===== src/rtl/tpc_ctrl_regs.vh =====
/*
 * register offsets, field positions, reset values and timing counts for the
 * port role / converter control and line detect / termination control pair.
 * assumes: included once by each design file through the guard below.
 */
`ifndef TPC_CTRL_REGS_VH
`define TPC_CTRL_REGS_VH

// register offsets
`define TPC_OFS_ROLE        8'h09
`define TPC_OFS_LINE        8'h0A

// port role / converter control fields
`define TPC_ROLE_LSB        4
`define TPC_ROLE_MSB        6
`define TPC_AUTO_SRC_BIT    3
`define TPC_BOOST_ON_BIT    2
`define TPC_BUCK_ALLOW_BIT  1
`define TPC_CHG_ALLOW_BIT   0
`define TPC_ROLE_RST        8'h0B
`define TPC_ROLE_RW_MASK    8'h7F

// line detect / termination control fields
`define TPC_AUTO_LINE_BIT   5
`define TPC_FORCE_LINE_BIT  4
`define TPC_PULLUP_LSB      2
`define TPC_PULLUP_MSB      3
`define TPC_OVR_LSB         0
`define TPC_OVR_MSB         1
`define TPC_LINE_RST        8'h24
`define TPC_LINE_RW_MASK    8'h2F

// port role codes
`define TPC_ROLE_SINK       3'h0
`define TPC_ROLE_SOURCE     3'h1
`define TPC_ROLE_DRP        3'h2
`define TPC_ROLE_DRP_TSNK   3'h3
`define TPC_ROLE_DRP_TSRC   3'h4
`define TPC_ROLE_OFF        3'h5

// termination override codes
`define TPC_OVR_AUTO        2'h0
`define TPC_OVR_RD          2'h1
`define TPC_OVR_RP          2'h2
`define TPC_OVR_HIZ         2'h3

// pull-up current codes (80 uA, 180 uA, 330 uA)
`define TPC_RP_DEFAULT      2'h0
`define TPC_RP_1A5          2'h1
`define TPC_RP_3A0          2'h2

// line detection run length: 10 us at 20 MHz, sized to the run counter
`define TPC_DET_RUN_CYC     16'h00C8

`endif


===== src/rtl/tpc_bit_sync.v =====
/*
 * two-flop synchroniser for a group of asynchronous level inputs.
 * assumes: inputs are slow levels; first stage feeds only the second.
 */
`timescale 1ns/1ps
module tpc_bit_sync #(
	parameter WIDTH = 1
) (
	// clock and reset
	input  wire             clock,
	input  wire             rst_n,
	// levels
	input  wire [WIDTH-1:0] async_in,
	output wire [WIDTH-1:0] sync_out
);

	reg [WIDTH-1:0] meta_q;
	reg [WIDTH-1:0] sync_q;

	// first stage read only by the second
	always @(posedge clock or negedge rst_n)
	begin
		if (!rst_n)
		begin
			meta_q <= {WIDTH{1'b0}};
			sync_q <= {WIDTH{1'b0}};
		end
		else
		begin
			meta_q <= async_in;
			sync_q <= meta_q;
		end
	end

	assign sync_out = sync_q;

endmodule


===== src/rtl/tpc_ctrl_regs.v =====
/*
 * port role and converter control register pair (offsets 0x09 and 0x0a) with
 * the control outputs they steer: port role state reset, boost, buck, charge,
 * line detection start and termination selection.
 * assumes: a register access port from the serial interface on the same
 * clock (one-cycle write strobe, combinational read data); detection,
 * power-good, hold-off and source request levels arrive asynchronously
 * from the analog blocks and the port logic.
 */
`timescale 1ns/1ps
// Notes on behaviour
// - the role field picks sink, source, dual-role, dual-role sink-first, source-first, or off.
// - writing a different port role returns the port state machine to unattached sink.
// - with automatic source control set boost follows detection, else the host governs it.
// - in automatic mode the device sets and clears the boost-on bit itself from detection.
// - a host write of 0 to boost-on turns boost off even in automatic mode.
// - in host mode the host reads its request status and writes boost-on 1 or 0 itself.
// - buck allow at 0 forces the buck converter off; at 1 it only permits it.
// - charge allow at 0 forces charging off; at 1 it only permits it.
// - automatic line detection starts a run once power is good and the hold-off has ended.
// - writing 1 to force line detection starts a run and the bit clears itself afterwards.
// - the pull-up current field advertises 80 uA, 180 uA or 330 uA in boost mode.
// - the override picks automatic, both Rd, both Rp at the selected current, or both open.
`include "tpc_ctrl_regs.vh"
module tpc_ctrl_regs (
	// clock and reset
	input  wire       clock,
	input  wire       rst_n,
	// register access
	input  wire [7:0] reg_addr,
	input  wire       reg_wr,
	input  wire [7:0] reg_wdata,
	output reg  [7:0] reg_rdata,
	// device events
	input  wire       wdt_expire,
	input  wire       port_detect_source,
	input  wire       input_power_good,
	input  wire       holdoff_done,
	input  wire       host_source_request,
	// converter controls
	output reg        role_sm_reset,
	output reg  [2:0] port_role_select,
	output reg        boost_enable,
	output reg        buck_enable,
	output reg        charge_enable,
	output reg        line_detect_start,
	output reg        line_detect_busy,
	// termination controls
	output reg  [1:0] cc_term_mode,
	output reg  [1:0] pullup_current_sel,
	output wire       host_source_request_sts
);

	// termination modes driven to the analog front end
	localparam [1:0] TERM_RD  = 2'h0;
	localparam [1:0] TERM_RP  = 2'h1;
	localparam [1:0] TERM_HIZ = 2'h2;

	// detection run states, one-hot
	localparam [2:0] DET_IDLE = 3'h1;
	localparam [2:0] DET_RUN  = 3'h2;
	localparam [2:0] DET_DONE = 3'h4;

	localparam [15:0] DET_CYC = `TPC_DET_RUN_CYC;

	reg  [7:0]  role_q;
	reg  [7:0]  role_d;
	reg  [7:0]  line_q;
	reg  [7:0]  line_d;
	reg  [2:0]  det_q;
	reg  [2:0]  det_d;
	reg  [15:0] det_cnt_q;
	reg  [15:0] det_cnt_d;
	reg         auto_armed_q;
	reg         auto_armed_d;
	reg         src_seen_q;
	wire [3:0]  async_s;
	wire        det_src_s;
	wire        pgood_s;
	wire        holdoff_s;
	wire        wr_role;
	wire        wr_line;
	wire        auto_src;
	wire        src_rise;
	wire        src_fall;
	wire        det_trigger;

	// analog levels and the request status are resynchronised before use;
	// the first stage is never read here, only inside the synchroniser
	tpc_bit_sync #(
		.WIDTH(4)
	) u_sync (
		.clock    (clock),
		.rst_n    (rst_n),
		.async_in ({host_source_request, port_detect_source,
			input_power_good, holdoff_done}),
		.sync_out (async_s)
	);

	assign det_src_s = async_s[2];
	assign pgood_s   = async_s[1];
	assign holdoff_s = async_s[0];
	// request status reaches the host two cycles late, after the synchroniser
	assign host_source_request_sts = async_s[3];

	// address decode shared by write and read paths
	function hit;
		input [7:0] a;
		input [7:0] ofs;
		begin
			hit = (a == ofs);
		end
	endfunction

	// termination decode: override first, otherwise derived from the role
	function [1:0] term_sel;
		input [1:0] ovr;
		input [2:0] role;
		begin
			case (ovr)
				`TPC_OVR_RD:  term_sel = TERM_RD;
				`TPC_OVR_RP:  term_sel = TERM_RP;
				`TPC_OVR_HIZ: term_sel = TERM_HIZ;
				default:
					case (role)
						`TPC_ROLE_SOURCE: term_sel = TERM_RP;
						`TPC_ROLE_OFF:    term_sel = TERM_HIZ;
						default:          term_sel = TERM_RD;
					endcase
			endcase
		end
	endfunction

	assign wr_role  = reg_wr && hit(reg_addr, `TPC_OFS_ROLE);
	assign wr_line  = reg_wr && hit(reg_addr, `TPC_OFS_LINE);
	assign auto_src = role_q[`TPC_AUTO_SRC_BIT];
	assign src_rise = det_src_s && !src_seen_q;
	assign src_fall = !det_src_s && src_seen_q;

	// port role and converter control next value; the host clear is tested
	// before the automatic set so that a written 0 always wins
	always @*
	begin
		role_d = role_q;
		if (wdt_expire)
			role_d = `TPC_ROLE_RST;
		else
		begin
			if (wr_role)
				role_d = reg_wdata & `TPC_ROLE_RW_MASK;
			if (wr_role && !reg_wdata[`TPC_BOOST_ON_BIT])
				role_d[`TPC_BOOST_ON_BIT] = 1'b0;
			else if (auto_src && src_rise)
				role_d[`TPC_BOOST_ON_BIT] = 1'b1;
			else if (auto_src && src_fall)
				role_d[`TPC_BOOST_ON_BIT] = 1'b0;
		end
	end

	// auto line detection fires once per power-good session; a force write
	// that lands while a run is already going is absorbed by that run
	assign det_trigger = (line_q[`TPC_AUTO_LINE_BIT] && pgood_s && holdoff_s
		&& !auto_armed_q) || line_q[`TPC_FORCE_LINE_BIT];

	// line detect and termination next value
	always @*
	begin
		line_d = line_q;
		auto_armed_d = auto_armed_q;
		if (!pgood_s)
			auto_armed_d = 1'b0;
		else if (line_q[`TPC_AUTO_LINE_BIT] && holdoff_s && det_q == DET_IDLE)
			auto_armed_d = 1'b1;
		if (wdt_expire)
			line_d = (`TPC_LINE_RST & ~(8'h01 << `TPC_FORCE_LINE_BIT))
				| (line_q & (8'h01 << `TPC_FORCE_LINE_BIT));
		else if (wr_line)
			line_d = reg_wdata & `TPC_LINE_RW_MASK
				| (line_q & (8'h01 << `TPC_FORCE_LINE_BIT));
		if (wr_line && !wdt_expire && reg_wdata[`TPC_FORCE_LINE_BIT])
			line_d[`TPC_FORCE_LINE_BIT] = 1'b1;
		else if (det_q == DET_DONE)
			line_d[`TPC_FORCE_LINE_BIT] = 1'b0;
	end

	// detection run sequencer; the counter runs 0 .. DET_CYC-1 in DET_RUN,
	// so busy stands for exactly DET_CYC cycles
	always @*
	begin
		det_d = det_q;
		det_cnt_d = det_cnt_q;
		case (det_q)
			DET_IDLE:
			begin
				det_cnt_d = 16'h0000;
				if (det_trigger)
					det_d = DET_RUN;
			end
			DET_RUN:
			begin
				det_cnt_d = det_cnt_q + 16'h0001;
				if (det_cnt_q == DET_CYC - 16'h0001)
					det_d = DET_DONE;
			end
			DET_DONE:
				det_d = DET_IDLE;
			default:
				det_d = DET_IDLE;
		endcase
	end

	// state registers; the source edge detector resets low, the idle level
	// of its pin, so no false rise follows reset
	always @(posedge clock or negedge rst_n)
	begin
		if (!rst_n)
		begin
			role_q       <= `TPC_ROLE_RST;
			line_q       <= `TPC_LINE_RST;
			det_q        <= DET_IDLE;
			det_cnt_q    <= 16'h0000;
			auto_armed_q <= 1'b0;
			src_seen_q   <= 1'b0;
		end
		else
		begin
			role_q       <= role_d;
			line_q       <= line_d;
			det_q        <= det_d;
			det_cnt_q    <= det_cnt_d;
			auto_armed_q <= auto_armed_d;
			src_seen_q   <= det_src_s;
		end
	end

	// converter controls follow the register one cycle later; the role change
	// pulse compares next and current value, so a watchdog restore that moves
	// the role also resets the port state machine
	always @(posedge clock or negedge rst_n)
	begin
		if (!rst_n)
		begin
			role_sm_reset    <= 1'b0;
			port_role_select <= `TPC_ROLE_SINK;
			boost_enable     <= 1'b0;
			buck_enable      <= 1'b0;
			charge_enable    <= 1'b0;
		end
		else
		begin
			role_sm_reset <= role_d[`TPC_ROLE_MSB:`TPC_ROLE_LSB]
				!= role_q[`TPC_ROLE_MSB:`TPC_ROLE_LSB];
			port_role_select <= role_q[`TPC_ROLE_MSB:`TPC_ROLE_LSB];
			boost_enable  <= role_q[`TPC_BOOST_ON_BIT];
			buck_enable   <= role_q[`TPC_BUCK_ALLOW_BIT];
			charge_enable <= role_q[`TPC_CHG_ALLOW_BIT];
		end
	end

	// detection pulse and busy level; busy trails the sequencer by one cycle
	always @(posedge clock or negedge rst_n)
	begin
		if (!rst_n)
		begin
			line_detect_start <= 1'b0;
			line_detect_busy  <= 1'b0;
		end
		else
		begin
			line_detect_start <= (det_q == DET_IDLE) && det_trigger;
			line_detect_busy  <= (det_q == DET_RUN);
		end
	end

	// termination and advertised current towards the analog front end
	always @(posedge clock or negedge rst_n)
	begin
		if (!rst_n)
		begin
			pullup_current_sel <= `TPC_RP_1A5;
			cc_term_mode       <= TERM_RD;
		end
		else
		begin
			pullup_current_sel <= line_q[`TPC_PULLUP_MSB:`TPC_PULLUP_LSB];
			cc_term_mode       <= term_sel(line_q[`TPC_OVR_MSB:`TPC_OVR_LSB],
				role_q[`TPC_ROLE_MSB:`TPC_ROLE_LSB]);
		end
	end

	// read mux; unmapped offsets read zero, reserved bits already zero
	// because the write masks never let them be set
	always @*
	begin
		if (hit(reg_addr, `TPC_OFS_ROLE))
			reg_rdata = role_q;
		else if (hit(reg_addr, `TPC_OFS_LINE))
			reg_rdata = line_q;
		else
			reg_rdata = 8'h00;
	end

endmodule


===== config.mk =====
export PLATFORM = sky130hd
export DESIGN_NAME = tpc_ctrl_regs
export DESIGN_NICKNAME = d
export VERILOG_FILES = /design/src/rtl/tpc_bit_sync.v /design/src/rtl/tpc_ctrl_regs.v
export VERILOG_INCLUDE_DIRS = /design/src /design/src/rtl
export SDC_FILE = /design/constraint.sdc
export NUM_CORES = 1
export LEC_CHECK = 0
export BUFFER_PORTS_ARGS = -buffer_cell sky130_fd_sc_hd__buf_2
export CAP_MARGIN = 20
export CORE_MARGIN = 4
export CORE_UTILIZATION = 49
export CTS_BUF_LIST = sky130_fd_sc_hd__clkbuf_4 sky130_fd_sc_hd__clkbuf_8 sky130_fd_sc_hd__clkbuf_16
export DETAILED_ROUTE_END_ITERATION = 10
export PLACE_DENSITY = 0.74
export SLEW_MARGIN = 20
export SYNTH_ARGS = -nofsm -noshare
export SYNTH_HDL_FRONTEND = slang
export SYNTH_SLANG_ARGS = --single-unit

===== constraint.sdc =====
create_clock -name clock -period 1.7 [get_ports clock]
set_clock_uncertainty 0.1 [all_clocks]
set_input_delay 0.17 -clock clock [delete_from_list [all_inputs] [get_ports clock]]
set_output_delay 0.17 -clock clock [all_outputs]
set_load 0.02 [all_outputs]

# Word level (Yosys, flattened, before mapping)
# Index checks and enable logic that the tools add are counted.
[word_totals]
wordCells = 85
out_inout_bits = 22
in_bits = 24
reg_bits = 58
[op_classes]
eq_ne = 16
addsub = 1
reduce_logical = 28
n_bitwise = 1
muxes = 19
[ops]
columns = ["op", "count"]
rows = [
  ["$mux 8", 6],
  ["$pmux 16 s2", 1],
  ["$add 16x1->16 const B", 1],
  ["$eq 16x8->1 const B", 1],
  ["$eq 8x4->1 const B", 2],
  ["$logic_and 1x1->1", 15],
  ["$mux 1", 7],
  ["$eq 3x1->1 const B", 2],
  ["$eq 3x3->1 const B", 2],
  ["$mux 3", 2],
  ["$ne 2x2->1 const B", 3],
  ["$or 6x5->6", 1],
  ["$pmux 2 s3", 1],
  ["$pmux 3 s2", 1],
  ["$reduce_bool 2->1", 3],
  ["$logic_not 1->1", 5],
  ["$reduce_bool 5->1", 1],
  ["$eq 2x2->1 const B", 2],
  ["$pmux 2 s2", 1],
  ["$reduce_and 2->1", 2],
  ["$eq 3x2->1 const B", 1],
  ["$ne 3x1->1 const B", 1],
  ["$ne 3x3->1", 1],
  ["$reduce_bool 3->1", 1],
  ["2 further kinds", 2],
]

# Logic depth before layout (Yosys ltp)
[depth]
depth_word = 8
ltp_mapped = 6
depth_no_buf = 5

# Cells and area by module
# A second synthesis with hierarchy kept.
[hier_totals]
hier_cells = 207
hier_area_um2 = 2351.0
[modules_own_cells]
columns = ["mod", "seq_area_each_um2", "cells_each", "area_each_um2", "n_inst"]
rows = [
  ["tpc_ctrl_regs", 1184.9, 199, 2150.8, 1],
  ["tpc_bit_sync", 200.2, 8, 200.2, 1],
]

# Worst setup path before layout
# Ideal clock, no wire load.
[synth_path]
kind = "register -> register"
start = "register det_q[2]"
end = "register det_cnt_q[12]"
setup_ns = 0.134
slack_ns = 0.010
period_less_slack_ns = 1.690
t_required_ns = 1.466
stages_incl_launch_ff = 7
arrival_time_ns = 1.456
n_path_buf = 1
path_cell_list = "dfrtp_1 or3b_4 buf_6 clkinv_8 nand4_4 o311ai_2 o41ai_1"
[synth_between]
elab_chain_len = 2
word_cells_on_any_way = 4
classes_between = "eq/ne: 2; mux: 1; reduce/logical: 1"
[synth_rtl]
columns = ["item", "line", "text"]
rows = [
  ["from (decl)", "tpc_ctrl_regs.v:70", "reg [2:0] det_q;"],
  ["from (signal assigned)", "tpc_ctrl_regs.v:229", "det_q <= det_d;"],
  ["$eq 3x2->1 or $eq 3x1->1 (tied branches)", "tpc_ctrl_regs.v:192", "case (det_q)"],
  ["$pmux 16 s2 or $reduce_bool 2->1 (tied branches)", "n/a", ""],
  ["to (signal assigned)", "tpc_ctrl_regs.v:230", "det_cnt_q <= det_cnt_d;"],
  ["to (decl)", "tpc_ctrl_regs.v:72", "reg [15:0] det_cnt_q;"],
]
# Several ways; a longest one is shown, not always the timed one.
# A chain may end at the register's enable or synchronous reset.

# Worst setup path after layout
[layout_path]
start = "register det_q[0]"
end = "register det_cnt_q[10]"
# Same word-level chain as after synthesis.

==> metrics.csv <==
stage,metric,value,unit
global_routing,largest net degree at the start of global routing,56,
global_routing,Global Route met1 Usage,22.1,%
critical_path,critical path data arrival time,1.76,ns
drt,drt total wl,4660,um
logic_synthesis,"top cells by area, synth","dfrtp_1 51%, dfstp_2 7.8%, mux2i_1 5.5%, nand2_1 3.6%, nor2_1 3.2%",
clocking,Clock Latency Late Sink,0.30,ns
critical_path,Worst path slowest cell,or3b_4,
sta,fin worst setup slack,0.0464,ns
logic_synthesis,"FF+latch count, synth",55,
layout,Layout area overhead,23.4,%
outcome,status,finished clean,
die,Die H,77.5,um
place,hpwl dp,3280,um
global_routing,grt met3 use,2.09,%
critical_path,worst reg2reg path startpoint,det_q[0],
power_and_ir_drop,LEAKAGE,1.40,nW
place,port buffer count,43,
place,Final Wtd Congestion,0.801,
logic_synthesis,most common library cells after synthesis,"48 x dfrtp_1, 23 x nand2_1, 20 x nor2_1",
logic_synthesis,Synth Warn #,0,
hold_path,hold_sp,reg_wdata[1],
sta,final setup fails,0,
power_and_ir_drop,maximum vdd ir drop,0.591,mV
sta,Period minus WS final,1.65,ns
global_routing,GRT overflow,0,
clocking,maximum buffer depth of the clock tree,2,
logic_synthesis,syn_nets,237,
global_routing,first-pass GRT wire length,7910,um
clocking,Num CTS Buffers,5,
die,row count,25,
die,Core Area,4690,sq um
place,dpl ws,-0.0492,ns
drt,DR iter-0 viols,79,
logic_synthesis,Synth area leader,dfrtp_1,
global_routing,vias in the first global route,1738,
power_and_ir_drop,Cell Pwr Density,728,nW/um^2
critical_path,"Largest stage delay, worst path",0.45,ns
logic_synthesis,synthesized cell area,2370,sq um
layout,layout cell share with drive strength beyond 1,32.1,%
global_routing,M2 GR Usage,26.4,%
critical_path,nature of the critical path startpoint,register,
drt,drt via density,5.44,
logic_synthesis,post-synthesis async set-or-reset flop share,100,%
clocking,H-tree Lvls,2,
die,IO Count,46,
sta,Final Max Slew Viols,0,
logic_synthesis,Post-synth EDFFs,0,
flow_run,Max Cap Viol,0,
critical_path,Crit. End Element,register,
layout,Fillers,408,
logic_synthesis,"count leader, synth",dfrtp_1,
logic_synthesis,ys flop type,dfrtp_1,
die,initial core utilization,50.5,%
clocking,CTS sink cnt,55,
logic_synthesis,Mapped Cells,212,
hold_path,HP Class,input pin to register,
clocking,Clock Tree Root,clkbuf_8,
global_routing,antenna violations before repair,0,
critical_path,Crit Path Category,register to register,
global_routing,GRT Util Overall,16.3,%
critical_path,start point of the critical path,det_q[0],
sta,WHS,0.0193,ns
critical_path,"Req. time, crit path",1.81,ns
sta,Hold Fails Final Rpt,0,
logic_synthesis,register area share after synthesis,58.4,%
logic_synthesis,Mean Syn Cell Area,11.2,sq um
drt,WL/cell,14.1,um
layout,Final Cell Area,2930,sq um
critical_path,"Critical Path, Cell by Cell",or3b_4 > clkinv_8 > nand4_4 > buf_4 > o31ai_1,
drt,DRC violations left,0,
die,Die Width,77.5,um
layout,Post-layout nets,301,
logic_synthesis,share of the synthesized area in the top cell type,50.7,%
layout,Ant. Diodes,0,
global_routing,"Most Used Layer, Global Route",met2,
clocking,Clock Pin Slew Worst Setup and Hold Paths,0.10,ns
sta,RSZ-0062 raised after global routing,yes,
place,Placed Instance Area,2750,sq um
drt,vias after detailed routing,1802,
drt,Pre-antenna DRT Iters,5,
clocking,TritonCTS clock tree,built,
critical_path,worst-path fanout max,6,
sta,Max Fclk,605,MHz
sta,final critical-path share of the clock period,97.3,%
die,total die area,6010,sq um
logic_synthesis,count of different cell masters after synthesis,47,
drt,post-route ant nets,0,
==> cells in the final DEF, fill, tap and decap left out, types with 2 or more instances in the layout <==
cell type,Yosys,routed
mux2i_1,13,13
o211ai_1,3,3
and2_1,2,2
o21ai_0,9,9
or3b_4,1,2
nor2_1,20,20
buf_2,0,43
dfstp_2,7,7
a21boi_0,2,2
clkinv_2,0,2
dfrtp_1,48,48
clkbuf_8,0,5
nand2_1,23,23
and3_1,3,2
nand3_2,0,2
o31ai_1,4,4
nor3_1,7,7
nor4_1,3,3
a21oi_1,6,6
nand3_1,6,4
buf_4,1,16
nor2b_1,3,3
inv_1,8,8
dlygate4sd3_1,0,5
a22o_1,8,8
nand4_1,5,5
==> per-layer routing <==
| layer | share of wire (%) | up-vias |
|---|---|---|
| met5 | 0 | - |
| met4 | 2.2 | 0 |
| met3 | 3.6 | 9 |
| met2 | 49 | 53 |
| met1 | 45 | 853 |
| li1 | - | 887 |
==> sequential cells by signal, indices dropped and copies added (netlist names), 2 cells and up <==
name / cells
det_cnt_q: 16
role_q: 7
line_q: 6
u_sync.meta_q: 4
u_sync.sync_out: 4
det_q: 3
port_role_select: 3
cc_term_mode: 2
pullup_current_sel: 2
==> logic make-up (layout without fill, tap and decap cells) <==
kind of cell | Yosys count | in the layout | share of synthesized area, %
muxes | 13 | 13 | 5.49
other | 1 | 1 | 0.158
and+or+nand+nor | 83 | 83 | 18.9
adders and majority gates | 1 | 1 | 0.528
DFF | 55 | 55 | 58.4
buffers and inverters | 17 | 82 | 3.70
AOI/OAI and AO/OA | 42 | 42 | 12.8
==> worst max-delay path, delay by kind of cell, from the launching register on <==
family | cells | cell delay, ns
flops | 1 | 0.39
compound gates | 1 | 0.21
simple gates | 2 | 0.61
buf+inv | 2 | 0.25
==> final cells by class <==
type / instances / area, sq um / share of cell area [%]
clock inverter: 3 / 18.8 / 0.642
clock buffer: 5 / 68.8 / 2.35
tap: 54 / 67.6 / 2.31
timing repair buffer: 65 / 405 / 13.9
sequential: 55 / 1390 / 47.3
inverter: 9 / 46.3 / 1.58
multi-input combinational: 140 / 933 / 31.9
==> per-stage QoR <==
step	instances	utilization [%]	power [mW]	setup TNS, ns
global placement	316	58.6	1.45	-0.00392
detailed placement	316	58.6	1.45	-0.111
global route	331	62.3	2.22	-0.0603
finish	331	62.3	2.13	0
floorplan	212	-	1.38	0
CTS	331	61.6	2.15	0
==> path summary, 6_finish.rpt <==
| kind | endpoint | depth (start not counted) | slack (ns) |
|---|---|---|---|
| setup / recovery | det_cnt_q[10] | 5 | 0.05 |
| hold / removal | line_q[1] | 3 | 0.02 |
| setup reg to reg | det_cnt_q[10] | 5 | 0.05 |
| hold reg to reg | u_sync.sync_out[0] | 0 | 0.24 |
| max in group asynchronous | det_q[0] | 3 | 0.93 |
| min in group asynchronous | det_cnt_q[2] | 3 | 0.27 |
==> repair_timing <==
action / 4_1_cts / 5_1_grt
endpoints found under the setup margin: 8 / 12
hold buffers: 5 / 0
buffers inserted: 3 / 0
resized for setup: 0 / 7
endpoints found under the hold margin: 52 / 0
pin swaps: 3 / 1
==> power breakdown <==
group / leakage [nW] / internal, mW / switching, mW
Clock: 0.0483 / 0.291 / 0.409
Sequential: 0.673 / 1.32 / 0.00574
Combinational: 0.678 / 0.0412 / 0.0599
Total: 1.40 / 1.65 / 0.474
Power figures use the tool's default switching activity.
